$ cat config.mk
export PLATFORM = sky130hd
export DESIGN_NAME = i2s_audio_port
export DESIGN_NICKNAME = d
export VERILOG_FILES = /design/src/common/i2s_audio_pkg.sv /design/src/common/sample_stream_if.sv /design/src/logic/sample_fifo.sv /design/src/logic/i2s_audio_port.sv
export SDC_FILE = /design/constraint.sdc
export NUM_CORES = 1
export LEC_CHECK = 0
export BUFFER_PORTS_ARGS = -buffer_cell sky130_fd_sc_hd__buf_4
export CAP_MARGIN = 10
export CORE_MARGIN = 2
export CORE_UTILIZATION = 50
export CTS_CLUSTER_DIAMETER = 200
export DETAILED_ROUTE_END_ITERATION = 8
export PLACE_DENSITY = 0.68
export SKIP_CTS_REPAIR_TIMING = 1
export SLEW_MARGIN = 20
export SYNTH_ARGS = -nofsm -noshare
export SYNTH_HDL_FRONTEND = slang
export SYNTH_SLANG_ARGS = --single-unit
$ cat constraint.sdc
create_clock -name clk -period 6.9 [get_ports clk]
set_input_delay 1.38 -clock clk [delete_from_list [all_inputs] [get_ports clk]]
set_output_delay 1.38 -clock clk [all_outputs]
set_load 0.02 [all_outputs]
$ cat src/common/i2s_audio_pkg.sv
// Shared constants and types for the serial audio port
package i2s_audio_pkg;
    // Reference clock and frame figures
    localparam int CLK_HZ = 10_000_000;
    localparam int FRAME_HZ = 48_000;
    localparam int WORD_BITS = 16;
    localparam int FRAME_BITS_NARROW = 32;
    localparam int FRAME_BITS_WIDE = 50;
    localparam int SLAVE_MAX_BCLK_HZ = 3_072_000;
    // Bit clock rates in master mode
    localparam int BCLK_NARROW_HZ = FRAME_HZ * FRAME_BITS_NARROW;
    localparam int BCLK_WIDE_HZ = FRAME_HZ * FRAME_BITS_WIDE;
    // Divider settings: edge rate = CLK_HZ * N / M, two edges per bit
    localparam logic [15:0] DIV_N_NARROW = 16'h0180;
    localparam logic [15:0] DIV_M_NARROW = 16'h04e2;
    localparam logic [15:0] DIV_N_WIDE = 16'h000c;
    localparam logic [15:0] DIV_M_WIDE = 16'h0019;
    // Counter widths and reset values
    localparam int CNT_W = 6;
    localparam int SYNC_STAGES = 3;
    localparam int RX_ALIGN = 2;
    localparam logic [CNT_W-1:0] CNT_ZERO = 6'h00;
    localparam logic [CNT_W-1:0] CNT_ONE = 6'h01;
    localparam logic [CNT_W-1:0] WORD_CNT = 6'h10;
    localparam logic [CNT_W-1:0] HALF_NARROW = 6'h10;
    localparam logic [CNT_W-1:0] HALF_WIDE = 6'h19;
    localparam logic [CNT_W-1:0] LAST_NARROW = 6'h1f;
    localparam logic [CNT_W-1:0] LAST_WIDE = 6'h31;
    // Sample FIFO shape
    localparam int FIFO_WIDTH = 2 * WORD_BITS;
    localparam int FIFO_DEPTH = 8;
    // Port operating mode
    typedef enum logic [2:0] {
        MODE_OFF = 3'b001,
        MODE_MASTER = 3'b010,
        MODE_SLAVE = 3'b100
    } port_mode_t;
endpackage

$ cat src/common/sample_stream_if.sv
// Valid/ready sample stream between the port and its FIFO
`timescale 1ns/1ps
interface sample_stream_if #(parameter int WIDTH = 32);
    logic valid;
    logic ready;
    logic [WIDTH-1:0] data;
    modport src (output valid, output data, input ready);
    modport snk (input valid, input data, output ready);
endinterface

$ cat src/logic/sample_fifo.sv
// Synchronous FIFO holding outgoing stereo sample pairs
`timescale 1ns/1ps
module sample_fifo #(
    parameter int WIDTH = 32,
    parameter int DEPTH = 8
) (
    input wire logic clk,
    input wire logic nrst,
    sample_stream_if.snk wr,
    sample_stream_if.src rd
);
    localparam int AW = $clog2(DEPTH);
    localparam logic [AW:0] DEPTH_CNT = (AW + 1)'(DEPTH);
    localparam logic [AW-1:0] LAST_PTR = AW'(DEPTH - 1);

    logic [WIDTH-1:0] mem [DEPTH];
    logic [AW-1:0] wp_reg, wp_next, rp_reg, rp_next;
    logic [AW:0] cnt_reg, cnt_next;
    logic doWr, doRd;

    function automatic logic [AW-1:0] bump(input logic [AW-1:0] p);
        bump = (p == LAST_PTR) ? '0 : p + 1'b1;
    endfunction

    // Handshakes: honest full and empty
    assign wr.ready = (cnt_reg != DEPTH_CNT);
    assign rd.valid = (cnt_reg != '0);
    assign rd.data = mem[rp_reg];
    assign doWr = wr.valid & wr.ready;
    assign doRd = rd.valid & rd.ready;

    // Pointer and fill level update
    always_comb begin
        wp_next = doWr ? bump(wp_reg) : wp_reg;
        rp_next = doRd ? bump(rp_reg) : rp_reg;
        cnt_next = cnt_reg;
        if (doWr && !doRd) begin
            cnt_next = cnt_reg + 1'b1;
        end else if (doRd && !doWr) begin
            cnt_next = cnt_reg - 1'b1;
        end
    end

    always_ff @(posedge clk or negedge nrst) begin
        if (!nrst) begin
            wp_reg <= '0;
            rp_reg <= '0;
            cnt_reg <= '0;
        end else begin
            wp_reg <= wp_next;
            rp_reg <= rp_next;
            cnt_reg <= cnt_next;
        end
    end

    // Storage array, written only
    always_ff @(posedge clk) begin
        if (doWr) begin
            mem[wp_reg] <= wr.data;
        end
    end
endmodule

$ cat src/logic/i2s_audio_port.sv
// Two-channel serial audio port, master or slave, with transmit FIFO
// Functional notes
// Master drives clock and select; slave receives them
// Serial audio output always driven
// Sixteen-bit words, left MSB at frame MSB
// MSB one bit after select change, falling edge
// Select low left, high right
// Send on falling edge, capture on rising
// Narrow setting: 32 bits per 48 kHz frame
// Wide setting: 50 bits per 48 kHz frame
// Bit clock from fractional N over M divider
// Slave accepts any clock up to 3.072 MHz; here each clock level must last two clk samples to pass the filter
// Master bit clock has fixed duty ratio; here each half lasts a whole number of clocks that varies with the divider
// Pins idle while shared voice function selected
// Extra bit periods send zero, ignore input
`timescale 1ns/1ps
module i2s_audio_port #(
    parameter int FIFO_DEPTH = i2s_audio_pkg::FIFO_DEPTH
) (
    input wire logic clk,
    input wire logic nrst,
    input wire logic masterMode,
    input wire logic pcmSelect,
    input wire logic wideFrame,
    input wire logic [15:0] divN,
    input wire logic [15:0] divM,
    input wire logic audioBitClockIn,
    output logic audioBitClockOut,
    output logic audioBitClockOe_n,
    input wire logic channelSelectIn,
    output logic channelSelectOut,
    output logic channelSelectOe_n,
    output logic serialAudioOut,
    input wire logic serialAudioIn,
    input wire logic [31:0] txData,
    input wire logic txValid,
    output logic txReady,
    output logic [31:0] rxData,
    output logic rxValid
);
    // Local names for the shared constants
    localparam int W = i2s_audio_pkg::WORD_BITS;
    localparam int FW = i2s_audio_pkg::FIFO_WIDTH;
    localparam int CNT_W = i2s_audio_pkg::CNT_W;
    localparam int SYNC_STAGES = i2s_audio_pkg::SYNC_STAGES;
    localparam int RX_ALIGN = i2s_audio_pkg::RX_ALIGN;
    localparam logic [CNT_W-1:0] CNT_ZERO = i2s_audio_pkg::CNT_ZERO;
    localparam logic [CNT_W-1:0] CNT_ONE = i2s_audio_pkg::CNT_ONE;
    localparam logic [CNT_W-1:0] WORD_CNT = i2s_audio_pkg::WORD_CNT;
    localparam logic [CNT_W-1:0] HALF_NARROW = i2s_audio_pkg::HALF_NARROW;
    localparam logic [CNT_W-1:0] HALF_WIDE = i2s_audio_pkg::HALF_WIDE;
    localparam logic [CNT_W-1:0] LAST_NARROW = i2s_audio_pkg::LAST_NARROW;
    localparam logic [CNT_W-1:0] LAST_WIDE = i2s_audio_pkg::LAST_WIDE;
    localparam i2s_audio_pkg::port_mode_t MODE_OFF = i2s_audio_pkg::MODE_OFF;
    localparam i2s_audio_pkg::port_mode_t MODE_MASTER = i2s_audio_pkg::MODE_MASTER;
    localparam i2s_audio_pkg::port_mode_t MODE_SLAVE = i2s_audio_pkg::MODE_SLAVE;

    i2s_audio_pkg::port_mode_t mode_reg, mode_next;
    logic isMaster, active;
    // Divider and generated clock
    logic [15:0] acc_reg, acc_next;
    logic bclk_reg, bclk_next, tick;
    logic [16:0] accSum;
    logic [CNT_W-1:0] bitCnt_reg, bitCnt_next, lastBit, halfBit;
    logic wsOut_reg, wsOut_next;
    // Pin synchronisers and filtered levels
    logic [SYNC_STAGES-1:0] bclkS_reg, wsS_reg, sdiS_reg;
    logic bclkL_reg, wsL_reg, sdiL_reg, bclkF, wsF, sdiF;
    // Event pipeline
    logic [RX_ALIGN-1:0] riseDly_reg, wsDly_reg;
    logic rise, fall, rxRise, wsCur, wsRx;
    // Transmit path
    logic wsSeen_reg, wsSeen_next, wsTx_reg, wsTx_next;
    logic [W-1:0] shOut_reg, shOut_next, right_reg, right_next;
    logic [CNT_W-1:0] txCnt_reg, txCnt_next;
    logic sdo_reg, sdo_next, newHalf;
    logic [FW-1:0] word;
    // Receive path
    logic wsRxL_reg, wsRxL_next;
    logic [W-1:0] rxSh_reg, rxSh_next, rxLeft_reg, rxLeft_next;
    logic [CNT_W-1:0] rxCnt_reg, rxCnt_next;
    logic [31:0] rxData_reg, rxData_next;
    logic rxValid_reg, rxValid_next;

    sample_stream_if #(.WIDTH(FW)) fillS ();
    sample_stream_if #(.WIDTH(FW)) drainS ();

    // Filtered pin level: change only once stages two and three agree
    function automatic logic settle(input logic [SYNC_STAGES-1:0] s, input logic held);
        settle = (s[1] == s[2]) ? s[2] : held;
    endfunction

    // Outgoing sample pairs buffered ahead of the shifter
    assign fillS.valid = txValid;
    assign fillS.data = txData;
    assign txReady = fillS.ready;

    sample_fifo #(.WIDTH(FW), .DEPTH(FIFO_DEPTH)) txFifo (
        .clk(clk),
        .nrst(nrst),
        .wr(fillS),
        .rd(drainS)
    );

    // Mode selection
    always_comb begin
        if (pcmSelect) begin
            mode_next = MODE_OFF;
        end else if (masterMode) begin
            mode_next = MODE_MASTER;
        end else begin
            mode_next = MODE_SLAVE;
        end
    end
    assign isMaster = (mode_reg == MODE_MASTER);
    assign active = (mode_reg != MODE_OFF);

    // Fractional divider: each overflow is one bit clock half period
    assign accSum = {1'b0, acc_reg} + {1'b0, divN};
    assign tick = isMaster && (accSum >= {1'b0, divM});
    assign lastBit = wideFrame ? LAST_WIDE : LAST_NARROW;
    assign halfBit = wideFrame ? HALF_WIDE : HALF_NARROW;
    always_comb begin
        acc_next = '0;
        bclk_next = 1'b0;
        bitCnt_next = CNT_ZERO;
        wsOut_next = 1'b0;
        if (isMaster) begin
            acc_next = tick ? 16'(accSum - {1'b0, divM}) : accSum[15:0];
            bclk_next = tick ? ~bclk_reg : bclk_reg;
            bitCnt_next = bitCnt_reg;
            wsOut_next = wsOut_reg;
            if (tick && bclk_reg) begin
                bitCnt_next = (bitCnt_reg == lastBit) ? CNT_ZERO : bitCnt_reg + CNT_ONE;
                wsOut_next = (bitCnt_next >= halfBit);
            end
        end
    end

    // Filtered pin levels: clock and select for slave mode, data for both modes
    assign bclkF = settle(bclkS_reg, bclkL_reg);
    assign wsF = settle(wsS_reg, wsL_reg);
    assign sdiF = settle(sdiS_reg, sdiL_reg);

    // Unified edge events for both modes
    always_comb begin
        if (isMaster) begin
            rise = tick & ~bclk_reg;
            fall = tick & bclk_reg;
            wsCur = wsOut_reg;
            rxRise = riseDly_reg[RX_ALIGN-1];
            wsRx = wsDly_reg[RX_ALIGN-1];
        end else begin
            rise = active & bclkF & ~bclkL_reg;
            fall = active & ~bclkF & bclkL_reg;
            wsCur = wsF;
            rxRise = rise;
            wsRx = wsF;
        end
    end

    // Transmit: word loads on the falling edge after a select change
    assign newHalf = fall && (wsSeen_reg != wsTx_reg);
    assign drainS.ready = newHalf && !wsSeen_reg;
    assign word = drainS.valid ? drainS.data : '0;
    always_comb begin
        wsSeen_next = rise ? wsCur : wsSeen_reg;
        wsTx_next = wsTx_reg;
        shOut_next = shOut_reg;
        right_next = right_reg;
        txCnt_next = txCnt_reg;
        sdo_next = active ? sdo_reg : 1'b0;
        if (newHalf) begin
            wsTx_next = wsSeen_reg;
            txCnt_next = CNT_ONE;
            if (!wsSeen_reg) begin
                sdo_next = word[FW-1];
                shOut_next = {word[FW-2:W], 1'b0};
                right_next = word[W-1:0];
            end else begin
                sdo_next = right_reg[W-1];
                shOut_next = {right_reg[W-2:0], 1'b0};
            end
        end else if (fall) begin
            if (txCnt_reg < WORD_CNT) begin
                sdo_next = shOut_reg[W-1];
                shOut_next = {shOut_reg[W-2:0], 1'b0};
                txCnt_next = txCnt_reg + CNT_ONE;
            end else begin
                sdo_next = 1'b0;
            end
        end
    end

    // Receive: capture on rising edges, ignore bits past the word
    always_comb begin
        wsRxL_next = wsRxL_reg;
        rxSh_next = rxSh_reg;
        rxLeft_next = rxLeft_reg;
        rxCnt_next = rxCnt_reg;
        rxData_next = rxData_reg;
        rxValid_next = 1'b0;
        if (rxRise) begin
            // The LSB of a full half lands on the rise that sees the select change
            if (rxCnt_reg < WORD_CNT) begin
                rxSh_next = {rxSh_reg[W-2:0], sdiF};
                rxCnt_next = rxCnt_reg + CNT_ONE;
            end
            if (wsRx != wsRxL_reg) begin
                wsRxL_next = wsRx;
                rxCnt_next = CNT_ZERO;
                if (wsRx) begin
                    rxLeft_next = rxSh_next;
                end else begin
                    rxData_next = {rxLeft_reg, rxSh_next};
                    rxValid_next = 1'b1;
                end
            end
        end
    end

    // State registers
    always_ff @(posedge clk or negedge nrst) begin
        if (!nrst) begin
            mode_reg <= MODE_OFF;
            acc_reg <= '0;
            bclk_reg <= 1'b0;
            bitCnt_reg <= CNT_ZERO;
            wsOut_reg <= 1'b0;
            bclkS_reg <= '0;
            wsS_reg <= '0;
            sdiS_reg <= '0;
            bclkL_reg <= 1'b0;
            wsL_reg <= 1'b0;
            sdiL_reg <= 1'b0;
            riseDly_reg <= '0;
            wsDly_reg <= '0;
            wsSeen_reg <= 1'b0;
            wsTx_reg <= 1'b0;
            shOut_reg <= '0;
            right_reg <= '0;
            txCnt_reg <= WORD_CNT;
            sdo_reg <= 1'b0;
            wsRxL_reg <= 1'b0;
            rxSh_reg <= '0;
            rxLeft_reg <= '0;
            rxCnt_reg <= WORD_CNT;
            rxData_reg <= '0;
            rxValid_reg <= 1'b0;
        end else begin
            mode_reg <= mode_next;
            acc_reg <= acc_next;
            bclk_reg <= bclk_next;
            bitCnt_reg <= bitCnt_next;
            wsOut_reg <= wsOut_next;
            bclkS_reg <= {bclkS_reg[SYNC_STAGES-2:0], audioBitClockIn};
            wsS_reg <= {wsS_reg[SYNC_STAGES-2:0], channelSelectIn};
            sdiS_reg <= {sdiS_reg[SYNC_STAGES-2:0], serialAudioIn};
            bclkL_reg <= bclkF;
            wsL_reg <= wsF;
            sdiL_reg <= sdiF;
            riseDly_reg <= {riseDly_reg[RX_ALIGN-2:0], rise};
            wsDly_reg <= {wsDly_reg[RX_ALIGN-2:0], wsOut_reg};
            wsSeen_reg <= wsSeen_next;
            wsTx_reg <= wsTx_next;
            shOut_reg <= shOut_next;
            right_reg <= right_next;
            txCnt_reg <= txCnt_next;
            sdo_reg <= sdo_next;
            wsRxL_reg <= wsRxL_next;
            rxSh_reg <= rxSh_next;
            rxLeft_reg <= rxLeft_next;
            rxCnt_reg <= rxCnt_next;
            rxData_reg <= rxData_next;
            rxValid_reg <= rxValid_next;
        end
    end

    // Pin drivers: enables low only while mastering the link
    assign audioBitClockOut = bclk_reg;
    assign audioBitClockOe_n = ~isMaster;
    assign channelSelectOut = wsOut_reg;
    assign channelSelectOe_n = ~isMaster;
    assign serialAudioOut = sdo_reg;
    assign rxData = rxData_reg;
    assign rxValid = rxValid_reg;
endmodule

==> out/summary.txt, run 1 <==
=====================================================================================
Final standard cell count with taps included and fillers excluded ......         1806
Net count after synthesis ..............................................         1305
Netlist Area Pre-Place .................................................  0.0181 mm^2
Biggest fanout along the worst timing path .............................            4
Arrival time of data at the critical path endpoint .....................      6700 ps
Cell area reported after detailed placement ............................  0.0196 mm^2
Pre-CTS setup slack ....................................................       114 ps
Horiz. Die Dim .........................................................       195 um
Maximum buffer depth of the clock tree .................................            3
Static leakage power ...................................................      8.24 nW
Setup violations, final ................................................            0
Clk sinks ..............................................................          421
DRC violation count after routing ......................................            0
Number of cell rows ....................................................           69
Area share of the leading cell type in the synthesized netlist .........        0.424
Detailed router's first-iteration violation count ......................          731
Leading area contributor after synthesis ...............................     edfxtp_1
Worst Skew .............................................................      15.3 ps
Net count reported at finish ...........................................         1431
Latest clock arrival within the worst-skew pair ........................       550 ps
H-tree levels ..........................................................            2
Die outline height .....................................................       195 um
Overall fraction of global-route tracks in use .........................        0.191
Unrepaired setup endpoints after global routing ........................           no
Area of all placed cells without fillers ...............................  0.0210 mm^2
Fmax achieved ..........................................................    0.159 GHz
Relative slew slack ....................................................        0.343
Register area share after synthesis ....................................        0.651
Avg Inst Size Synth ....................................................    15.3 um^2
First-pass GRT wire length .............................................      56.9 mm
Cell variety after synth ...............................................           70
Final critical-path required period ....................................      6270 ps
Starting utilization of the core area ..................................        0.509
Number of cells produced by synthesis ..................................         1184
Antenna violations before repair .......................................            2
Maximum VDD drop .......................................................     0.266 mV
Final Hold Fails .......................................................            0
Slew @ Worst Pin .......................................................       985 ps
Number of buffers created by CTS .......................................           44
Total wirelength of the detailed-routed design .........................      35.6 mm
Root buffer selected by CTS ............................................    clkbuf_16
Total Power ............................................................      8.23 mW
Routed length per instance .............................................      19.7 um
Flip-flop and latch count after synthesis ..............................          421
Count of flip-flops with a built-in enable after synthesis .............          256
GPL Wtd Cong ...........................................................        0.817
Result of the run ......................................................    completed
Pin count of the biggest net entering global routing ...................           94
Final core utilization .................................................        0.590
Area of the core .......................................................  0.0357 mm^2
Post-DP HPWL ...........................................................      21.0 mm
Critical path class ....................................................    in -> reg
Power density cells ....................................................  391 mW/mm^2
Remaining antenna violation count after routing ........................            0
Die ar. ................................................................  0.0378 mm^2
CTS tree ...............................................................          yes
Least setup slack across all paths after layout ........................       628 ps
Largest register FFs ...................................................          256
Leading cell type by number of instances after synthesis ...............     edfxtp_1
Worst EP required ......................................................      7330 ps
Worst hold-check path type .............................................   reg -> reg
Synth top area cells ................................................... edfxtp_1 42%, dfrtp_1 22%, mux4_2 7.9%
Clock-pin slew of the registers on the worst-case setup and hold paths .        60 ps
Worst setup EP type ....................................................     register
Worst R2R Setup Slack ..................................................      1210 ps
Proportion of layout cells with a drive suffix above 1 .................        0.255
Count of input and output buffers ......................................          111
Number of global-route vias before repair ..............................        10300
Part of the cycle the worst path needs .................................        0.909
Area added between synthesis and finish ................................        15.9%
Cell Count Post-Placement ..............................................         1725
Minimum hold slack .....................................................       348 ps
Via count normalized by instance count .................................         5.67
Fraction of registers with async set/reset .............................        0.392
Main synth FF type .....................................................     edfxtp_1
Maximum capacitance violations .........................................            0
Vias after detailed routing ............................................        10200
Overflow left after global routing .....................................            0
Yosys warnings .........................................................            0
Most common library cells after synthesis .............................. 256 x edfxtp_1, 162 x dfrtp_1, 99 x nor2_1, 73 x a21oi_1, 66 x mux2i_1
Final-report max-slew violation count ..................................            0
Number of iterations in the first detailed-routing pass ................            5
Post-route setup TNS ...................................................         0 ps
Launching element type of the critical path ............................   input port
Boundary Pins ..........................................................          112
=====================================================================================
layout make-up:
cell class / count / area (um^2)
inverter: 34 / 128
tap: 461 / 577
antenna: 1 / 2.50
timing repair buffer: 132 / 995
clock buffer: 58 / 1250
fill: 2741 / 14600
sequential: 421 / 11800
clock inverter: 22 / 223
multi-input combinational: 677 / 6040
layer usage:
layer  up-vias  track usage  part of all wire
li1       4753            -                 -
met1      5188        0.263              0.45
met2       235        0.314              0.48
met3        54       0.0349             0.049
met4         2       0.0567             0.020
met5         -            0           0.00045
power by group:
part	leakage [nW]	total, mW	internal, mW	switching (mW)
registers	4.39	3.56	3.23	0.338
logic	3.13	2.28	1.10	1.18
clock network	0.722	2.38	1.42	0.958
cell usage in the layout, fill, tap and decap left out, types with 7 or more instances in the layout:
cell type / count
nor3_1: 9
clkbuf_16: 47
o21ai_0: 28
mux2_4: 9
a21oi_1: 73
nand2b_1: 11
ha_1: 45
mux2i_1: 66
clkinv_1: 8
buf_4: 131
mux2_2: 43
o221ai_1: 16
a21o_1: 7
nand2_1: 45
nor2_1: 95
nor2b_1: 11
inv_1: 33
clkbuf_1: 8
xnor2_1: 27
xor2_1: 10
o2bb2ai_1: 16
dfrtp_1: 159
nand3_1: 8
edfxtp_1: 256
mux4_2: 64
cells by family (layout without fill, tap and decap cells):
logic type,Yosys count,count (layout),share of synthesized area
flops,421,421,0.651
simple gates,224,224,0.0575
compound gates,183,183,0.0677
mux,182,182,0.150
buf+inv,86,246,0.0196
fa+ha+maj,51,51,0.0360
xor+xnor,37,37,0.0179
other cells,0,1,0
critical path: stages:
cell,delay [ps]
buf_4,110
ha_1,230
or3_1,420
o311a_1,400
o41ai_1,420
o311ai_1,190
o41ai_1,390
xnor2_1,150
ha_1,350
nand3_1,140
nor4_1,300
nand3_1,100
and4_1,210
o31ai_2,80
a31oi_4,60
o31a_4,290
or2_1,230
ha_1,230
inv_1,120
ha_1,240
a21o_1,150
a21oi_1,170
xnor2_1,130
nor2_1,60
xor2_1,140
worst paths after layout:
kind | start | end | cells past startpoint
max | divN[5] | txFifo.cnt_reg[3] | 25
min reg2reg | wsDly_reg[0] | wsDly_reg[1] | 0
max in group asynchronous | nrst | rxLeft_reg[10] | 2
max reg2reg | acc_reg[5] | txFifo.cnt_reg[3] | 24
min | wsDly_reg[0] | wsDly_reg[1] | 0
min in group asynchronous | nrst | acc_reg[8] | 1
No activity file was read; power rests on OpenSTA's default activity.
==> run 2, diff against run 1 <==
--- a/config.mk
+++ b/config.mk
@@ -8,10 +8,11 @@
 export BUFFER_PORTS_ARGS = -buffer_cell sky130_fd_sc_hd__buf_4
 export CAP_MARGIN = 10
 export CORE_MARGIN = 2
-export CORE_UTILIZATION = 50
+export CORE_UTILIZATION = 41
+export CTS_BUF_LIST = sky130_fd_sc_hd__clkbuf_4 sky130_fd_sc_hd__clkbuf_8
 export CTS_CLUSTER_DIAMETER = 200
 export DETAILED_ROUTE_END_ITERATION = 8
-export PLACE_DENSITY = 0.68
+export PLACE_DENSITY = 0.58
 export SKIP_CTS_REPAIR_TIMING = 1
 export SLEW_MARGIN = 20
 export SYNTH_ARGS = -nofsm -noshare
==> constraint.sdc (replaced) <==
create_clock -name clk -period 6.9 [get_ports clk]
set_input_delay 1.035 -clock clk [delete_from_list [all_inputs] [get_ports clk]]
set_output_delay 1.035 -clock clk [all_outputs]
set_load 0.02 [all_outputs]
==> run 2 against run 1 <==
Register-to-register slack worse by 80 ps. Count of clock-buffer cells in the layout is 60 higher. Highest routed layer unchanged. Non-clock buffer count is 2 higher. Routed wire length is 5.8% higher. Critical endpoint unchanged. Utilization is 10 points lower.
==> out/summary.txt, run 2 (same netlist as run 1, synthesis figures left out) <==
=====================================================================================
Result of the run ......................................................    completed   unchanged
Worst R2R Setup Slack ..................................................      1130 ps   was 1210 ps
Overall fraction of global-route tracks in use .........................        0.168   was 0.191
Maximum VDD drop .......................................................     0.186 mV   was 0.266 mV
Total of fill cells in the finished design .............................         3829   was 2741
Post-route setup TNS ...................................................         0 ps   unchanged
Final standard cell count with taps included and fillers excluded ......         1993   was 1806
Worst EP required ......................................................      7380 ps   was 7330 ps
Detailed router's first-iteration violation count ......................          831   was 731
Die outline height .....................................................       214 um   was 195 um
Unrepaired setup endpoints after global routing ........................           no   unchanged
Root buffer selected by CTS ............................................     clkbuf_8   was clkbuf_16
Static leakage power ...................................................      8.37 nW   was 8.24 nW
Total wirelength of the detailed-routed design .........................      37.7 mm   was 35.6 mm
First-pass GRT wire length .............................................      60.6 mm   was 56.9 mm
Share of total power in sequential cells ...............................        0.435   was 0.433
Most frequent cells in the layout ...................................... 256 x edfxtp_1, 159 x dfrtp_1, 133 x buf_4   was 256 x edfxtp_1, 159 x dfrtp_1, 131 x buf_4
Area added between synthesis and finish ................................        17.5%   was 15.9%
Internal power component ...............................................      5.71 mW   was 5.75 mW
Power share of the combinational group .................................        0.275   was 0.277
Part of the cycle the worst path needs .................................        0.861   was 0.909
Maximum buffer depth of the clock tree .................................            3   unchanged
Remaining antenna violation count after routing ........................            0   unchanged
Fmax achieved ..........................................................    0.168 GHz   was 0.159 GHz
Worst Skew .............................................................      25.9 ps   was 15.3 ps
Number of global-route vias before repair ..............................        10700   was 10300
Latest clock arrival within the worst-skew pair ........................       620 ps   was 550 ps
Boundary Pins ..........................................................          112   unchanged
Final-report max-slew violation count ..................................            0   unchanged
Arrival time of data at the critical path endpoint .....................      6420 ps   was 6700 ps
Vias after detailed routing ............................................        10300   was 10200
H-tree levels ..........................................................            3   was 2
Die ar. ................................................................  0.0460 mm^2   was 0.0378 mm^2
Slew @ Worst Pin .......................................................       963 ps   was 985 ps
Via count normalized by instance count .................................         5.16   was 5.67
Post-DP HPWL ...........................................................      22.5 mm   was 21.0 mm
Most common cell after layout, fill and taps aside .....................     edfxtp_1   unchanged
Cell Count Post-Placement ..............................................         1858   was 1725
Clock power share ......................................................        0.290   was 0.289
Antenna diode count ....................................................            0   was 1
Routed length per instance .............................................      18.9 um   was 19.7 um
Setup violations, final ................................................            0   unchanged
Switching part of the total power ......................................        0.308   was 0.301
Pin count of the biggest net entering global routing ...................          110   was 94
Starting utilization of the core area ..................................        0.413   was 0.509
Biggest fanout along the worst timing path .............................           15   was 4
Area of the core .......................................................  0.0439 mm^2   was 0.0357 mm^2
Largest register FFs ...................................................          256   unchanged
Worst setup EP type ....................................................     register   unchanged
CTS tree ...............................................................          yes   unchanged
Switching power ........................................................      2.54 mW   was 2.48 mW
Relative slew slack ....................................................        0.358   was 0.343
DRC violation count after routing ......................................            0   unchanged
Clock-pin slew of the registers on the worst-case setup and hold paths .        60 ps   about the same
Final critical-path required period ....................................      5940 ps   was 6270 ps
Final Hold Fails .......................................................            0   unchanged
Power density cells ....................................................  387 mW/mm^2   was 391 mW/mm^2
Count of input and output buffers ......................................          111   unchanged
Maximum capacitance violations .........................................            0   unchanged
Number of iterations in the first detailed-routing pass ................            5   unchanged
Critical path class ....................................................    in -> reg   unchanged
Horiz. Die Dim .........................................................       214 um   was 195 um
Proportion of layout cells with a drive suffix above 1 .................        0.292   was 0.255
Clk sinks ..............................................................          421   unchanged
Worst hold-check path type .............................................   reg -> reg   unchanged
Number of buffers created by CTS .......................................           74   was 44
Number of cell rows ....................................................           77   was 69
GPL Wtd Cong ...........................................................        0.812   was 0.817
Antenna violations before repair .......................................            1   was 2
Net count reported at finish ...........................................         1463   was 1431
Launching element type of the critical path ............................   input port   unchanged
Overflow left after global routing .....................................            0   unchanged
=====================================================================================
run 2: cell count changes in the layout (fill, tap and decap cells not counted), sizes merged:
cell	delta
inv	+3
clkbuf	+61
bufinv	-3
diode	-1
buf	+1
clkinv	-6
clkinvlp	+1
run 2: worst paths after layout:
check,start,to,cells after the start
min,riseDly_reg[0],riseDly_reg[1],0
max reg2reg,acc_reg[1],txFifo.cnt_reg[3],25
min reg2reg,riseDly_reg[0],riseDly_reg[1],0
max in group asynchronous,nrst,txFifo.rp_reg[0],2
max,divN[5],txFifo.cnt_reg[3],25
min in group asynchronous,nrst,acc_reg[4],1
run 2: per-layer routing:
| layer | wire [um] | vias up | track usage |
|---|---|---|---|
| li1 | - | 4847 | - |
| met1 | 17300 | 5135 | 0.229 |
| met2 | 17900 | 217 | 0.267 |
| met3 | 1540 | 75 | 0.0382 |
| met4 | 952 | 2 | 0.0583 |
| met5 | 12 | - | 0 |
run 2: power by group through the flow:
| stage | logic, mW | clock network [mW] | registers [mW] |
|---|---|---|---|
| after global routing | 2.49 | 2.59 | 3.66 |
| final | 2.27 | 2.40 | 3.59 |
| after floorplan | 1.60 | 0 | 3.58 |
| after detailed placement | 2.32 | 0 | 3.64 |
| after global placement | 2.30 | 0 | 3.63 |
| after CTS | 2.32 | 2.48 | 3.60 |
run 2: area by class of cell:
cell class	instances	area [um^2]	share of cell area
timing repair buffer	134	1010	0.0475
multi-input combinational	677	6040	0.283
clock buffer	118	1460	0.0685
clock inverter	17	118	0.00552
inverter	34	128	0.00599
tap	592	741	0.0347
sequential	421	11800	0.555
run 2: worst max-delay path, stage by stage:
cell	delay, ps
buf_4	120
ha_1	230
or3_1	440
o311a_1	370
o41ai_1	390
o311ai_1	200
o41ai_1	340
xnor2_1	150
ha_1	340
nand3_1	140
nor4_1	330
nand3_1	130
and4_1	210
o31ai_2	80
a31oi_4	60
o31a_4	360
or2_1	250
ha_1	220
inv_1	120
ha_1	240
a21o_1	150
a21oi_1	170
xnor2_1	140
nor2_1	70
xor2_1	140
run 2: stage by stage:
step / worst slack [ps] / instance area, um^2 / power [mW] / hold WS, ps / utilization
final: 959 / 21300 / 8.25 / 347 / 0.485
after detailed placement: 389 / 19700 / 5.96 / 335 / 0.449
after global placement: 483 / 19700 / 5.93 / 334 / 0.449
after CTS: 1040 / 21300 / 8.40 / 349 / 0.485
after floorplan: 753 / 18100 / 5.18 / 331 / -
after global routing: 554 / 21300 / 8.74 / 358 / 0.485
